## src/include/lcu_pkg.sv

```systemverilog
package lcu_pkg;
  // Device register map on the register port
  localparam logic [15:0] LCU_MODE_ADDR = 16'hFF50;
  localparam logic [15:0] LCU_RXBUF_ADDR = 16'hFF51;
  localparam logic [15:0] LCU_TXBUF_ADDR = 16'hFF52;
  localparam logic [15:0] LCU_ERR_ADDR = 16'hFF53;
  localparam logic [15:0] LCU_TXST_ADDR = 16'hFF55;
  localparam logic [7:0] LCU_MODE_RST = 8'h01;
  localparam logic [7:0] LCU_BUF_RST = 8'hFF;
  localparam logic [7:0] LCU_MASK_ALL = 8'hFF;
  // Mode register fields
  localparam int LCU_PWR = 7;
  localparam int LCU_TXE = 6;
  localparam int LCU_RXE = 5;
  localparam int LCU_PS_HI = 4;
  localparam int LCU_PS_LO = 3;
  localparam int LCU_CL = 2;
  localparam int LCU_SL = 1;
  localparam int LCU_ISRM = 0;
  // Status fields
  localparam int LCU_ERR_PE = 2;
  localparam int LCU_ERR_FE = 1;
  localparam int LCU_ERR_OVE = 0;
  localparam int LCU_TXST_BF = 1;
  localparam int LCU_TXST_SF = 0;
  // Timing in reference clocks and base ticks
  localparam logic [3:0] LCU_BASE_DIV_M1 = 4'h1;
  localparam logic [3:0] LCU_BIT_TICKS_M1 = 4'hF;
  localparam logic [3:0] LCU_HALF_TICKS_M1 = 4'h7;
  localparam logic [1:0] LCU_POWER_LAG = 2'h2;
  // Controller AXI4-Lite map
  localparam logic [3:0] LCU_A_CFG = 4'h0;
  localparam logic [3:0] LCU_A_TX = 4'h4;
  localparam logic [3:0] LCU_A_RX = 4'h8;
  localparam logic [3:0] LCU_A_STAT = 4'hC;
  localparam logic [1:0] LCU_RESP_OK = 2'h0;
  localparam logic [1:0] LCU_RESP_ERR = 2'h2;
  typedef enum logic [1:0] {LCU_RX_IDLE, LCU_RX_START, LCU_RX_DATA} lcu_rx_e;
  typedef enum logic [2:0] {
    LCU_H_IDLE, LCU_H_CFG1, LCU_H_CFG2, LCU_H_CFG3,
    LCU_H_TXPOLL, LCU_H_TXWR, LCU_H_RXERR, LCU_H_RXBUF
  } lcu_host_e;
endpackage

```

## src/include/lcu_if.sv

```systemverilog
`timescale 1ns/1ns
interface lcu_if;
  logic reg_req;
  logic reg_we;
  logic [15:0] reg_addr;
  logic [7:0] reg_wmask;
  logic [7:0] reg_wdata;
  logic reg_ack;
  logic [7:0] reg_rdata;
  logic receive_complete_irq;
  logic receive_error_irq;
  logic transmit_complete_irq;
  modport dev (
    input reg_req, reg_we, reg_addr, reg_wmask, reg_wdata,
    output reg_ack, reg_rdata, receive_complete_irq, receive_error_irq,
    transmit_complete_irq
  );
  modport host (
    output reg_req, reg_we, reg_addr, reg_wmask, reg_wdata,
    input reg_ack, reg_rdata, receive_complete_irq, receive_error_irq,
    transmit_complete_irq
  );
endinterface

```

## src/rtl/lcu_uart.sv

```systemverilog
`timescale 1ns/1ns
// Summary of operation
// - 7-bit LSB-first: data bits 0-6, bit7 zero
// - 7-bit MSB-first: data bits 1-7, bit0 zero
// - Overrun keeps new character out of buffer
// - Receive buffer read-only, resets FFH, loads per character
// - Transmit buffer write starts sending, resets FFH
// - Buffer moves to shifter at start or frame end
// - Move and output happen on base clock tick
// - Software never writes while buffer-full set
// - Software never refreshes buffer while active
// - Mode register bit/byte writable, resets 01H
// - Power off stops clock, clears internal state
// - Power off: output high, input forced high
// - Counter runs from third base clock after power
// - Enable clear resets that direction's circuit
// - Parity: none, zero, odd, even
// - Zero parity receive never flags parity error
// - Length bit selects 7 or 8 bits
// - Stop count for transmit only; receive one
// - Route select picks error or complete interrupt
// - Power on before enables, enables off first
// - Low line at enable starts reception
// - Change format fields only while disabled
module lcu_uart (
  // Clock and reset
  input wire logic ref_clk_in,
  input wire logic rst_in,
  // Register port and interrupts
  lcu_if.dev bus,
  // Serial link and strap
  input wire logic serial_in_pin_in,
  input wire logic msb_first_in,
  output logic serial_out_pin_out
);
  typedef struct packed {
    logic [7:0] mode;
    logic [7:0] rxbuf;
    logic [7:0] txbuf;
    logic [7:0] rdata;
    logic ack;
    logic [2:0] err;
    logic txbf;
    logic txsf;
    logic rx_unread;
    logic [1:0] pwr_cnt;
    logic [3:0] base_cnt;
    logic [3:0] tx_tk;
    logic [3:0] tx_left;
    logic [11:0] tx_sh;
    logic tx_out;
    logic [1:0] rx_sync;
    lcu_pkg::lcu_rx_e rx_st;
    logic [3:0] rx_tk;
    logic [3:0] rx_cnt;
    logic [7:0] rx_sh;
    logic rx_par;
    logic irq_rc;
    logic irq_re;
    logic irq_tc;
  } lcu_dev_s;

  lcu_dev_s s_r;
  lcu_dev_s s_nxt;

  // Returns {bit count, frame with start bit at bit 0}
  function automatic logic [15:0] lcu_frame(input logic [7:0] d, input logic [7:0] m,
                                            input logic msb);
    logic [7:0] sel;
    logic [11:0] f;
    logic [3:0] nb;
    logic p;
    logic pen;
    logic [3:0] cnt;
    sel = msb ? {d[0], d[1], d[2], d[3], d[4], d[5], d[6], d[7]} : d;
    nb = m[lcu_pkg::LCU_CL] ? 4'h8 : 4'h7;
    p = ^(m[lcu_pkg::LCU_CL] ? sel : {1'b0, sel[6:0]});
    pen = m[lcu_pkg::LCU_PS_HI] | m[lcu_pkg::LCU_PS_LO];
    f = 12'hFFF;
    f[0] = 1'b0;
    for (int i = 0; i < 8; i++) begin
      if (i < int'(nb)) begin
        f[i + 1] = sel[i];
      end
    end
    if (pen) begin
      // Zero, odd or even parity bit
      f[nb + 4'h1] = m[lcu_pkg::LCU_PS_HI] ? (m[lcu_pkg::LCU_PS_LO] ? p : ~p) : 1'b0;
    end
    cnt = 4'h1 + nb + {3'h0, pen} + (m[lcu_pkg::LCU_SL] ? 4'h2 : 4'h1);
    return {cnt, f};
  endfunction

  always_comb begin
    logic pwr;
    logic tk;
    logic live;
    logic rxd;
    logic bit_v;
    logic pe;
    logic fe;
    logic [3:0] nb;
    logic [15:0] fr;
    s_nxt = s_r;
    s_nxt.ack = 1'b0;
    s_nxt.irq_rc = 1'b0;
    s_nxt.irq_re = 1'b0;
    s_nxt.irq_tc = 1'b0;
    pwr = s_r.mode[lcu_pkg::LCU_PWR];
    s_nxt.rx_sync = {s_r.rx_sync[0], serial_in_pin_in};
    rxd = pwr ? s_r.rx_sync[1] : 1'b1;
    tk = s_r.base_cnt == lcu_pkg::LCU_BASE_DIV_M1;
    s_nxt.base_cnt = tk ? 4'h0 : s_r.base_cnt + 4'h1;
    if (tk && s_r.pwr_cnt != lcu_pkg::LCU_POWER_LAG) begin
      s_nxt.pwr_cnt = s_r.pwr_cnt + 2'h1;
    end
    // Bit counters only run once the power lag has passed
    live = tk && s_r.pwr_cnt == lcu_pkg::LCU_POWER_LAG;
    fr = lcu_frame(s_r.txbuf, s_r.mode, msb_first_in);
    nb = s_r.mode[lcu_pkg::LCU_CL] ? 4'h8 : 4'h7;
    bit_v = 1'b0;
    pe = 1'b0;
    fe = 1'b0;

    // Transmit side, all moves on a base tick
    if (!s_r.mode[lcu_pkg::LCU_TXE]) begin
      s_nxt.txbf = 1'b0;
      s_nxt.txsf = 1'b0;
      s_nxt.tx_out = 1'b1;
      s_nxt.tx_tk = 4'h0;
    end else if (live) begin
      if (s_r.txsf) begin
        s_nxt.tx_tk = s_r.tx_tk + 4'h1;
        if (s_r.tx_tk == lcu_pkg::LCU_BIT_TICKS_M1) begin
          s_nxt.tx_tk = 4'h0;
          if (s_r.tx_left == 4'h1) begin
            // Next frame is loaded in the same cycle as the completion pulse goes out
            s_nxt.irq_tc = 1'b1;
            s_nxt.txsf = s_r.txbf;
            s_nxt.txbf = 1'b0;
            s_nxt.tx_out = s_r.txbf ? 1'b0 : 1'b1;
            s_nxt.tx_sh = fr[11:0] >> 1;
            s_nxt.tx_left = fr[15:12];
          end else begin
            s_nxt.tx_out = s_r.tx_sh[0];
            s_nxt.tx_sh = s_r.tx_sh >> 1;
            s_nxt.tx_left = s_r.tx_left - 4'h1;
          end
        end
      end else if (s_r.txbf) begin
        s_nxt.txbf = 1'b0;
        s_nxt.txsf = 1'b1;
        s_nxt.tx_out = 1'b0;
        s_nxt.tx_sh = fr[11:0] >> 1;
        s_nxt.tx_left = fr[15:12];
        s_nxt.tx_tk = 4'h0;
      end
    end

    // Register port; writes after transmit so a fresh write is not lost
    if (bus.reg_req) begin
      s_nxt.ack = 1'b1;
      s_nxt.rdata = 8'h00;
      case (bus.reg_addr)
        lcu_pkg::LCU_MODE_ADDR: begin
          s_nxt.rdata = s_r.mode;
          if (bus.reg_we) begin
            s_nxt.mode = (s_r.mode & ~bus.reg_wmask) | (bus.reg_wdata & bus.reg_wmask);
          end
        end
        lcu_pkg::LCU_RXBUF_ADDR: begin
          s_nxt.rdata = s_r.rxbuf;
          s_nxt.rx_unread = 1'b0;
        end
        lcu_pkg::LCU_TXBUF_ADDR: begin
          s_nxt.rdata = s_r.txbuf;
          if (bus.reg_we) begin
            s_nxt.txbuf = bus.reg_wdata;
            s_nxt.txbf = pwr & s_r.mode[lcu_pkg::LCU_TXE];
          end
        end
        lcu_pkg::LCU_ERR_ADDR: begin
          s_nxt.rdata = {5'h0, s_r.err};
          s_nxt.err = 3'h0;
        end
        lcu_pkg::LCU_TXST_ADDR: begin
          s_nxt.rdata = {6'h0, s_r.txbf, s_r.txsf};
        end
        default: begin
          s_nxt.rdata = 8'h00;
        end
      endcase
    end

    // Receive side; level detect so a low line at enable starts a frame
    if (!s_r.mode[lcu_pkg::LCU_RXE]) begin
      s_nxt.rx_st = lcu_pkg::LCU_RX_IDLE;
    end else if (live) begin
      s_nxt.rx_tk = s_r.rx_tk + 4'h1;
      case (s_r.rx_st)
        lcu_pkg::LCU_RX_IDLE: begin
          s_nxt.rx_tk = 4'h0;
          if (!rxd) begin
            s_nxt.rx_st = lcu_pkg::LCU_RX_START;
          end
        end
        lcu_pkg::LCU_RX_START: begin
          if (s_r.rx_tk == lcu_pkg::LCU_HALF_TICKS_M1) begin
            s_nxt.rx_st = rxd ? lcu_pkg::LCU_RX_IDLE : lcu_pkg::LCU_RX_DATA;
            s_nxt.rx_tk = 4'h0;
            s_nxt.rx_cnt = 4'h0;
            s_nxt.rx_par = 1'b0;
          end
        end
        lcu_pkg::LCU_RX_DATA: begin
          if (s_r.rx_tk == lcu_pkg::LCU_BIT_TICKS_M1) begin
            s_nxt.rx_tk = 4'h0;
            s_nxt.rx_cnt = s_r.rx_cnt + 4'h1;
            if (s_r.rx_cnt < nb) begin
              s_nxt.rx_sh = msb_first_in ? {s_r.rx_sh[6:0], rxd} : {rxd, s_r.rx_sh[7:1]};
              s_nxt.rx_par = s_r.rx_par ^ rxd;
            end else if (s_r.rx_cnt == nb && s_r.mode[lcu_pkg::LCU_PS_HI:lcu_pkg::LCU_PS_LO] != 2'h0) begin
              s_nxt.rx_par = s_r.rx_par ^ rxd;
            end else begin
              // First stop bit ends the frame whatever the stop setting
              s_nxt.rx_st = lcu_pkg::LCU_RX_IDLE;
              fe = ~rxd;
              // Zero parity is never judged
              pe = s_r.mode[lcu_pkg::LCU_PS_HI] &
                   (s_r.mode[lcu_pkg::LCU_PS_LO] ? s_r.rx_par : ~s_r.rx_par);
              if (!s_r.rx_unread) begin
                s_nxt.rx_unread = 1'b1;
                if (s_r.mode[lcu_pkg::LCU_CL]) begin
                  s_nxt.rxbuf = s_r.rx_sh;
                end else if (msb_first_in) begin
                  s_nxt.rxbuf = {s_r.rx_sh[6:0], 1'b0};
                end else begin
                  s_nxt.rxbuf = {1'b0, s_r.rx_sh[7:1]};
                end
              end
              s_nxt.err = s_nxt.err | {pe, fe, s_r.rx_unread};
              bit_v = pe | fe | s_r.rx_unread;
              s_nxt.irq_re = bit_v & ~s_r.mode[lcu_pkg::LCU_ISRM];
              s_nxt.irq_rc = ~bit_v | s_r.mode[lcu_pkg::LCU_ISRM];
            end
          end
        end
        default: begin
          s_nxt.rx_st = lcu_pkg::LCU_RX_IDLE;
        end
      endcase
    end

    // Power off holds the operation clock and clears the internal state
    if (!pwr) begin
      s_nxt.base_cnt = 4'h0;
      s_nxt.pwr_cnt = 2'h0;
      s_nxt.err = 3'h0;
      s_nxt.txbf = 1'b0;
      s_nxt.txsf = 1'b0;
      s_nxt.rxbuf = lcu_pkg::LCU_BUF_RST;
      s_nxt.rx_unread = 1'b0;
      s_nxt.rx_st = lcu_pkg::LCU_RX_IDLE;
      s_nxt.tx_out = 1'b1;
      s_nxt.irq_rc = 1'b0;
      s_nxt.irq_re = 1'b0;
      s_nxt.irq_tc = 1'b0;
    end
  end

  always_ff @(posedge ref_clk_in or posedge rst_in) begin
    if (rst_in) begin
      s_r <= '0;
      s_r.mode <= lcu_pkg::LCU_MODE_RST;
      s_r.rxbuf <= lcu_pkg::LCU_BUF_RST;
      s_r.txbuf <= lcu_pkg::LCU_BUF_RST;
      s_r.tx_out <= 1'b1;
      s_r.tx_sh <= 12'hFFF;
      s_r.rx_sync <= 2'h3;
      s_r.rx_st <= lcu_pkg::LCU_RX_IDLE;
    end else begin
      s_r <= s_nxt;
    end
  end

  assign serial_out_pin_out = s_r.tx_out;
  assign bus.reg_ack = s_r.ack;
  assign bus.reg_rdata = s_r.rdata;
  assign bus.receive_complete_irq = s_r.irq_rc;
  assign bus.receive_error_irq = s_r.irq_re;
  assign bus.transmit_complete_irq = s_r.irq_tc;
endmodule

```

## src/flat_wrapper.sv

```systemverilog
// flat-port wrapper written by rule: the top's interface ports become plain ports
module lcu_uart_flat 
  (ref_clk_in, rst_in, serial_in_pin_in, msb_first_in, serial_out_pin_out, bus_reg_req, bus_reg_we, bus_reg_addr, bus_reg_wmask, bus_reg_wdata, bus_reg_ack, bus_reg_rdata, bus_receive_complete_irq, bus_receive_error_irq, bus_transmit_complete_irq);
  lcu_if bus_i ();
  input wire logic ref_clk_in;
  input wire logic rst_in;
  input wire logic serial_in_pin_in;
  input wire logic msb_first_in;
  output logic serial_out_pin_out;
  input wire logic [$bits(bus_i.reg_req)-1:0] bus_reg_req;
  input wire logic [$bits(bus_i.reg_we)-1:0] bus_reg_we;
  input wire logic [$bits(bus_i.reg_addr)-1:0] bus_reg_addr;
  input wire logic [$bits(bus_i.reg_wmask)-1:0] bus_reg_wmask;
  input wire logic [$bits(bus_i.reg_wdata)-1:0] bus_reg_wdata;
  output wire logic [$bits(bus_i.reg_ack)-1:0] bus_reg_ack;
  output wire logic [$bits(bus_i.reg_rdata)-1:0] bus_reg_rdata;
  output wire logic [$bits(bus_i.receive_complete_irq)-1:0] bus_receive_complete_irq;
  output wire logic [$bits(bus_i.receive_error_irq)-1:0] bus_receive_error_irq;
  output wire logic [$bits(bus_i.transmit_complete_irq)-1:0] bus_transmit_complete_irq;
  assign bus_i.reg_req = bus_reg_req;
  assign bus_i.reg_we = bus_reg_we;
  assign bus_i.reg_addr = bus_reg_addr;
  assign bus_i.reg_wmask = bus_reg_wmask;
  assign bus_i.reg_wdata = bus_reg_wdata;
  assign bus_reg_ack = bus_i.reg_ack;
  assign bus_reg_rdata = bus_i.reg_rdata;
  assign bus_receive_complete_irq = bus_i.receive_complete_irq;
  assign bus_receive_error_irq = bus_i.receive_error_irq;
  assign bus_transmit_complete_irq = bus_i.transmit_complete_irq;
  lcu_uart u_core (.ref_clk_in(ref_clk_in), .rst_in(rst_in), .bus(bus_i), .serial_in_pin_in(serial_in_pin_in), .msb_first_in(msb_first_in), .serial_out_pin_out(serial_out_pin_out));
endmodule
```

## config.mk

```make
export PLATFORM = sky130hd
export DESIGN_NAME = lcu_uart_flat
export DESIGN_NICKNAME = d
export VERILOG_FILES = /design/src/include/lcu_pkg.sv /design/src/include/lcu_if.sv /design/src/rtl/lcu_uart.sv /design/src/flat_wrapper.sv
export SDC_FILE = /design/constraint.sdc
export NUM_CORES = 1
export LEC_CHECK = 0
export ABC_AREA = 1
export BUFFER_PORTS_ARGS = -buffer_cell sky130_fd_sc_hd__clkbuf_2
export CAP_MARGIN = 5
export CORE_UTILIZATION = 45
export CTS_BUF_LIST = sky130_fd_sc_hd__clkbuf_8
export DETAILED_ROUTE_END_ITERATION = 12
export MAX_ROUTING_LAYER = met4
export PLACE_DENSITY = 0.6
export SYNTH_ARGS = -nofsm -noshare
export SYNTH_HDL_FRONTEND = slang
export SYNTH_SLANG_ARGS = --single-unit
```

## constraint.sdc

```tcl
create_clock -name ref_clk_in -period 3.7 [get_ports ref_clk_in]
set_input_delay 0.37 -clock ref_clk_in [delete_from_list [all_inputs] [get_ports ref_clk_in]]
set_output_delay 0.37 -clock ref_clk_in [all_outputs]
set_load 0.02 [all_outputs]
```

==> implementation parameters, run 1 <==
Parameter                              Value

Floorplan
  Initial Utilization ... 46.2%
  Core footprint ... 11,500 um2
  Placement Rows ... 39
  Horizontal die dimension ... 111 um
  Die boundary height ... 111 um
  Total Die Area ... 12,200 um2
  Number of top-level pins ... 51

Power
  Portion of total power attributed to the clock network ... 43.2%
  Share of power burned in registers ... 52.1%
  Comb power frac ... 4.7%
  Net switching component of the power ... 0.437 mW
  Internal power ... 1.46 mW
  Largest vdd supply drop ... 0.281 mV
  Power density cells ... 327 nW/um2
  Static leakage ... 2.79 nW
  Switching share of power ... 23.0%

Clock tree
  Number of gates given a new drive strength after cts ... 0
  Total of hold buffers inserted after clock tree synthesis ... 0
  Clock latency on the worst-skew pair ... 0.39 ns
  Buffer depth of the longest clock path ... 2
  H-Tree Level Count ... 3
  Number of CTS-inserted buffers ... 9
  CTS root buf ... clkbuf_8
  Sink Count ... 90
  Count of buffers added by post-CTS timing repair for setup ... 0
  Clock-pin transition on the worst setup and hold timing paths ... 0.09 ns
  CTS tree ... built

Critical path
  Worst setup path class ... reg -> reg
  Largest fanout on the critical path ... 24
  Reg2Reg Setup Slack ... 1.01 ns
  End of the worst register-to-register path ... u_core.s_r[21]
  Capturing instance or port of the critical path ... u_core.s_r[21]
  Worst Path Arrival ... 3.00 ns
  Startpoint kind of the worst setup timing path ... flip-flop
  Data required time of the critical path ... 4.01 ns
  R2R depth ... 12
  Category of the worst setup path capture point ... flip-flop

Synthesis
  Most frequently used flop master after synthesis ... dfrtp_1
  Post-synth EDFFs ... 0
  Proportion of register bits with asynchronous set or reset after synthesis ... 100%
  Number of warnings printed during yosys synthesis ... 0
  Flop and latch count out of synthesis ... 90
  Unique masters post-synth ... 46
  Top cell type by total area after synthesis ... dfrtp_1
  Top-area cell type share of the netlist area ... 27.4%
  Post-synthesis instance area ... 5300 um2
  Syn nets ... 736
  Cell types with the largest area share after synthesis ... dfrtp_1, dfstp_2, nand2_1
  Synthesized instance count ... 679
  Seq/Total Area, Yosys ... 43.3%
  Avg Inst Size Synth ... 7.80 um2

Status
  Outcome ... complete, no violations

Global routing
  Initial antenna violation count ... 0
  Total Routing Usage GR ... 22.0%
  First-pass GRT wire length ... 20.9 mm
  Congestion Overflow GR ... 0
  Via count of the first global-routing pass ... 4,322
  Pin count of the biggest net entering global routing ... 44

Cells and area
  Count of fill cells added during filler insertion ... 1,127
  Post-layout nets ... 771
  Diodes inserted ... 0
  Area of the multi-input gates ... 2480 um2
  Count of non-filler cells in the finished layout ... 862
  Commonest non-fill, non-tap cell in the layout ... nand2_1
  Highest-count cells in the layout ignoring fill and taps ... nand2_1, inv_1, o21ai_0, dfrtp_1, clkbuf_2
  Area used by sequential logic in the layout ... 2290 um2
  Share of post-route cells with drive strength above 1 ... 18.1%
  Area overhead of the layout relative to synthesis ... 9.64%

Timing
  Number of endpoints failing setup at the final stage ... 0
  Slew Limit Headroom ... 47.6%
  Fin. Hold Viols ... 0
  Accumulated negative setup slack ... 0 ns
  Maximum operating frequency ... 372 MHz
  Max-slew violation total from the final report ... 0
  Unrepaired setup endpoints after global routing ... false
  Final Critical Period ... 2.69 ns
  Slew of the pin with the lowest slew margin ... 0.787 ns
  Setup clock skew after layout ... 0.0114 ns
  Final Cycle Share ... 72.7%

Routing
  DRC violations left ... 0
  Vias after detailed routing ... 4,500
  Detailed Route Iter0 Violations ... 312
  WL/cell ... 14.3 um
  Iteration count of the initial detailed-routing pass ... 4
  Post-detailed-route count of antenna-violating nets ... 0
  Aggregate routed wire length ... 12.4 mm
  Post-detailed-route via-to-cell ratio ... 5.22

Worst hold path
  Hold Crit Class ... in -> reg

Placed design
  Final weighted congestion of routability-driven global placement ... 0.848
  Dpl hpwl ... 9.31 mm
  Placed cells ... 846
  Port Buf Inserts ... 50

Job
  Count of max-cap constraint violations ... 0
-- cell type report --
cell class / instances / area share [%]
flip-flops and latches: 90 / 39.5
repair buffers: 53 / 4.70
clock buffers: 9 / 2.13
multi-input cells: 471 / 42.7
inverters: 89 / 5.90
well taps: 143 / 3.08
clock inverters: 7 / 2.00
-- worst min-delay path by stage --
stage,cells past startpoint,slack [ns],start,endpoint
2_1_floorplan,0,0.35,u_core.s_nxt[23],u_core.s_r[23]
3_3_place_gp,0,0.35,u_core.s_nxt[23],u_core.s_r[23]
3_5_place_dp,0,0.35,u_core.s_nxt[23],u_core.s_r[23]
4_1_cts,1,0.04,serial_in_pin_in,u_core.s_nxt[23]
5_1_grt,1,0.03,serial_in_pin_in,u_core.s_nxt[23]
6_report,1,0.06,serial_in_pin_in,u_core.s_nxt[23]
-- cell usage after synthesis (9+ instances only) --
cell	count
a31oi_1	11
dfstp_2	32
o21ai_0	67
a21oi_1	31
nand2_1	181
dfrtp_1	58
nor2_1	43
o21ai_1	25
ha_1	18
buf_4	10
clkbuf_1	9
nand3_1	28
nand4_1	14
inv_1	84
-- critical path: stages (launching register included) --
cell     delay [ns]
dfrtp_1        0.85
inv_1          0.24
ha_1           0.37
nand2_1        0.06
inv_1          0.07
o21ai_0        0.10
nand2_1        0.13
nand2_1        0.08
inv_1          0.15
nor2_1         0.08
o21ai_0        0.26
nand4_1        0.11
o21ai_0        0.10
-- power groups by stage --
stage,sequential [mW],clock [mW],combinational (mW)
2_1_floorplan,1.01,0,0.0557
3_3_place_gp,1.01,0,0.0890
3_5_place_dp,1.01,0,0.0908
4_1_cts,0.991,0.844,0.0908
5_1_grt,0.991,0.879,0.103
6_report,0.991,0.822,0.0889
-- layer usage --
metal  routed length [um]  GRT usage, %
met4                  165          6.49
met2                 5820          35.4
met3                  453          4.34
met5                    0             -
met1                 5910          28.0
-- sequential cells by signal, indices dropped and copies added (netlist names), named ones only --
register / cells
u_core.bus.receive_error_irq: 1
u_core.s_r: 68
u_core.s_nxt: 1
u_core.bus.transmit_complete_irq: 1
u_core.bus.receive_complete_irq: 1
u_core.bus.reg_rdata: 8
u_core.bus.reg_ack: 1
u_core.serial_out_pin_out: 1
-- stage by stage --
stage               setup WS [ns]  util, %  total power [mW]  cell area (um2)  hold WS, ns
finish                       1.01     50.6              1.90             5810       0.0607
global route                0.695     50.6              1.97             5810       0.0301
CTS                          1.09     50.6              1.93             5810       0.0414
detailed placement           1.10     48.6              1.10             5570        0.351
global placement             1.30     48.6              1.10             5570        0.349
floorplan                    1.05        -              1.06             5300        0.345
-- kinds of logic (layout without fill, tap and decap cells) --
logic type | after synthesis | in the layout | share of synthesized area (%)
DFF | 90 | 90 | 43.3
muxes | 2 | 2 | 0.402
adders and majority gates | 19 | 19 | 4.63
AOI/OAI and AO/OA | 157 | 157 | 16.6
xor gates and xnor gates | 5 | 5 | 0.827
and+or+nand+nor | 288 | 288 | 24.4
buffers and inverters | 118 | 158 | 9.90
Note: power is estimated with default switching activity, not from simulation.
==> run 2, diff against run 1 <==
--- a/config.mk
+++ b/config.mk
@@ -12,7 +12,7 @@
 export CTS_BUF_LIST = sky130_fd_sc_hd__clkbuf_8
 export DETAILED_ROUTE_END_ITERATION = 12
 export MAX_ROUTING_LAYER = met4
-export PLACE_DENSITY = 0.6
+export PLACE_DENSITY = 0.63
 export SYNTH_ARGS = -nofsm -noshare
 export SYNTH_HDL_FRONTEND = slang
 export SYNTH_SLANG_ARGS = --single-unit
==> constraint.sdc (replaced) <==
create_clock -name ref_clk_in -period 2.4 [get_ports ref_clk_in]
set_input_delay 0.24 -clock ref_clk_in [delete_from_list [all_inputs] [get_ports ref_clk_in]]
set_output_delay 0.24 -clock ref_clk_in [all_outputs]
set_load 0.02 [all_outputs]
==> implementation parameters, run 2 (synthesis results as in run 1) <==
Parameter                              Value

Timing
  Final Cycle Share ... 87.2% (+14 points)
  Accumulated negative setup slack ... 0 ns (unchanged)
  Setup clock skew after layout ... 0.0118 ns (+0.000372 ns)
  Final Critical Period ... 2.09 ns (-0.598 ns)
  Number of endpoints failing setup at the final stage ... 0 (unchanged)
  Slew Limit Headroom ... 53.3% (+5.8 points)
  Unrepaired setup endpoints after global routing ... false
  Maximum operating frequency ... 478 MHz (+29%)
  Max-slew violation total from the final report ... 0 (unchanged)
  Slew of the pin with the lowest slew margin ... 0.699 ns (-0.0877 ns)
  Fin. Hold Viols ... 0 (unchanged)

Worst hold path
  Terminating pin of the worst hold path ... u_core.s_r[71]
  Worst hold path startpoint ... bus_reg_wdata[5]
  Hold Crit Class ... in -> reg
  Worst hold path stage count ... 3 (+2)

Cells and area
  Area used by sequential logic in the layout ... 2290 um2 (unchanged)
  Area of the multi-input gates ... 2480 um2 (unchanged)
  Area overhead of the layout relative to synthesis ... 10.8%
  Share of post-route cells with drive strength above 1 ... 19.0% (+0.96 points)
  Diodes inserted ... 0 (unchanged)
  Highest-count cells in the layout ignoring fill and taps ... nand2_1, inv_1, o21ai_0, dfrtp_1, clkbuf_2
  Post-layout nets ... 782 (+1.4%)
  Final standard cell area without fillers ... 5870 um2 (+1.1%)
  Flip-flop count of the largest register after layout ... 68 (unchanged)
  Commonest non-fill, non-tap cell in the layout ... nand2_1
  Count of fill cells added during filler insertion ... 1,096 (-2.8%)
  Register with the most flip-flops ... u_core.s_r

Critical path
  Reg2Reg Setup Slack ... 0.31 ns (-0.70 ns)
  Buf/Inv on CP ... 6 (+3)
  Worst Path Arrival ... 2.35 ns (-0.65 ns)
  Worst reg2reg path startpoint ... u_core.s_r[20]
  Top delay family on crit path ... buffers and inverters
  Largest fanout on the critical path ... 14 (-42%)
  End of the worst register-to-register path ... u_core.s_r[4]
  Data required time of the critical path ... 2.66 ns (-1.35 ns)
  Worst setup path class ... reg -> reg
  R2R depth ... 11 (-1)
  Category of the worst setup path capture point ... flip-flop
  CP max stage cell ... dfrtp_1
  Cell seen most often among critical-path stages ... inv_1
  Ordered cell list for the critical path ... inv_1 -> ha_1 -> inv_1 -> nor2_1 -> inv_1 -> nor2_8 -> inv_2 -> nor2_4 -> inv_2 -> o21ai_0 -> inv_1
  Startpoint kind of the worst setup timing path ... flip-flop
  Biggest cell delay along the critical path ... 0.41 ns (-0.44 ns)

Placed design
  Dpl hpwl ... 9.46 mm (+1.6%)
  Final weighted congestion of routability-driven global placement ... 0.843 (-0.59%)
  Port Buf Inserts ... 50 (unchanged)
  Standard cell area after detailed placement ... 5650 um2 (+1.5%)

Floorplan
  Core footprint ... 11,500 um2 (unchanged)
  Number of top-level pins ... 51 (unchanged)
  Die boundary height ... 111 um (unchanged)
  Placement Rows ... 39 (unchanged)
  Initial Utilization ... 46.2% (unchanged)
  Horizontal die dimension ... 111 um (unchanged)
  Total Die Area ... 12,200 um2 (unchanged)

Clock tree
  Number of CTS-inserted buffers ... 9 (unchanged)
  Number of gates given a new drive strength after cts ... 0 (unchanged)
  H-Tree Level Count ... 3 (unchanged)
  Sink Count ... 90 (unchanged)
  Clock latency on the worst-skew pair ... 0.37 ns (-0.02 ns)
  Total of hold buffers inserted after clock tree synthesis ... 2 (+2)
  Count of buffers added by post-CTS timing repair for setup ... 0 (unchanged)
  CTS tree ... built
  Buffer depth of the longest clock path ... 2 (unchanged)
  Clock-pin transition on the worst setup and hold timing paths ... 0.10 ns (about the same)
  CTS root buf ... clkbuf_8

Status
  Outcome ... complete, no violations

Global routing
  Total Routing Usage GR ... 21.9% (-0.048 points)
  First-pass GRT wire length ... 20.9 mm (-0.17%)
  Via count of the first global-routing pass ... 4,370 (+1.1%)
  Congestion Overflow GR ... 0 (unchanged)
  Initial antenna violation count ... 0 (unchanged)
  Pin count of the biggest net entering global routing ... 32 (-27%)

Routing
  Vias after detailed routing ... 4,494 (-0.13%)
  Detailed Route Iter0 Violations ... 282 (-9.6%)
  WL/cell ... 14.0 um (-2.4%)
  DRC violations left ... 0 (unchanged)
  Post-detailed-route via-to-cell ratio ... 5.15 (-1.4%)
  Iteration count of the initial detailed-routing pass ... 4 (unchanged)
  Aggregate routed wire length ... 12.2 mm (-1.1%)
  Post-detailed-route count of antenna-violating nets ... 0 (unchanged)

Power
  Largest vdd supply drop ... 0.468 mV (+67%)
  Static leakage ... 2.83 nW (+1.3%)
  Power density cells ... 466 nW/um2 (+42%)

Job
  Count of max-cap constraint violations ... 0 (unchanged)
run 2: changes by cell type in the layout (fill, tap and decap cells not counted), sizes merged:
cell / previous run / this run
buf: 3 / 12
bufinv: 3 / 1
dlygate4sd3: 0 / 2
clkinvlp: 1 / 2
inv: 89 / 90
run 2: layer usage:
metal	up-vias	routed length (um)	track usage [%]
li1	2323	-	-
met1	2084	5820	28.2
met2	67	5770	34.6
met3	20	362	4.06
met4	0	257	7.73
met5	-	0	-
run 2: area by class of cell:
type / instances / area share [%]
Timing Repair Buffer: 64 / 6.35
Clock inverter: 7 / 1.32
Inverter: 89 / 5.88
Tap cell: 143 / 3.05
Sequential cell: 90 / 39.0
Clock buffer: 9 / 2.11
Multi-Input combinational cell: 471 / 42.3
run 2: how the worst max path moves through the flow:
stage | start | to | slack (ns) | cells after the start
2_1_floorplan | flip-flop | u_core.s_r[74] | 0.29 | 13
5_1_grt | u_core.s_r[20] | u_core.s_r[4] | 0.06 | 11
3_3_place_gp | u_core.s_r[20] | u_core.s_r[4] | 0.35 | 11
4_1_cts | u_core.s_r[20] | u_core.s_r[4] | 0.31 | 11
3_5_place_dp | u_core.s_r[20] | u_core.s_r[4] | 0.34 | 11
6_report | u_core.s_r[20] | u_core.s_r[4] | 0.31 | 11
run 2: tightest hold or removal path, stage by stage:
cell	delay, ns
clkbuf_2	0.08
inv_1	0.06
o21ai_1	0.07
run 2: power breakdown:
group | leakage [nW] | internal, mW | switching (mW)
Combinational | 1.62 | 0.0483 | 0.0973
Clock | 0.100 | 0.490 | 0.575
Sequential | 1.11 | 1.52 | 0.00286
run 2: stage by stage:
step,power (mW),setup slack [ns],hold WS (ns),cells,util [%]
2_1_floorplan,1.64,0.294,0.244,679,-
3_3_place_gp,1.70,0.354,0.330,855,49.3
3_5_place_dp,1.70,0.338,0.329,855,49.3
4_1_cts,2.77,0.311,0.0572,873,51.2
5_1_grt,2.84,0.0584,0.0709,873,51.2
6_report,2.74,0.308,0.0726,873,51.2
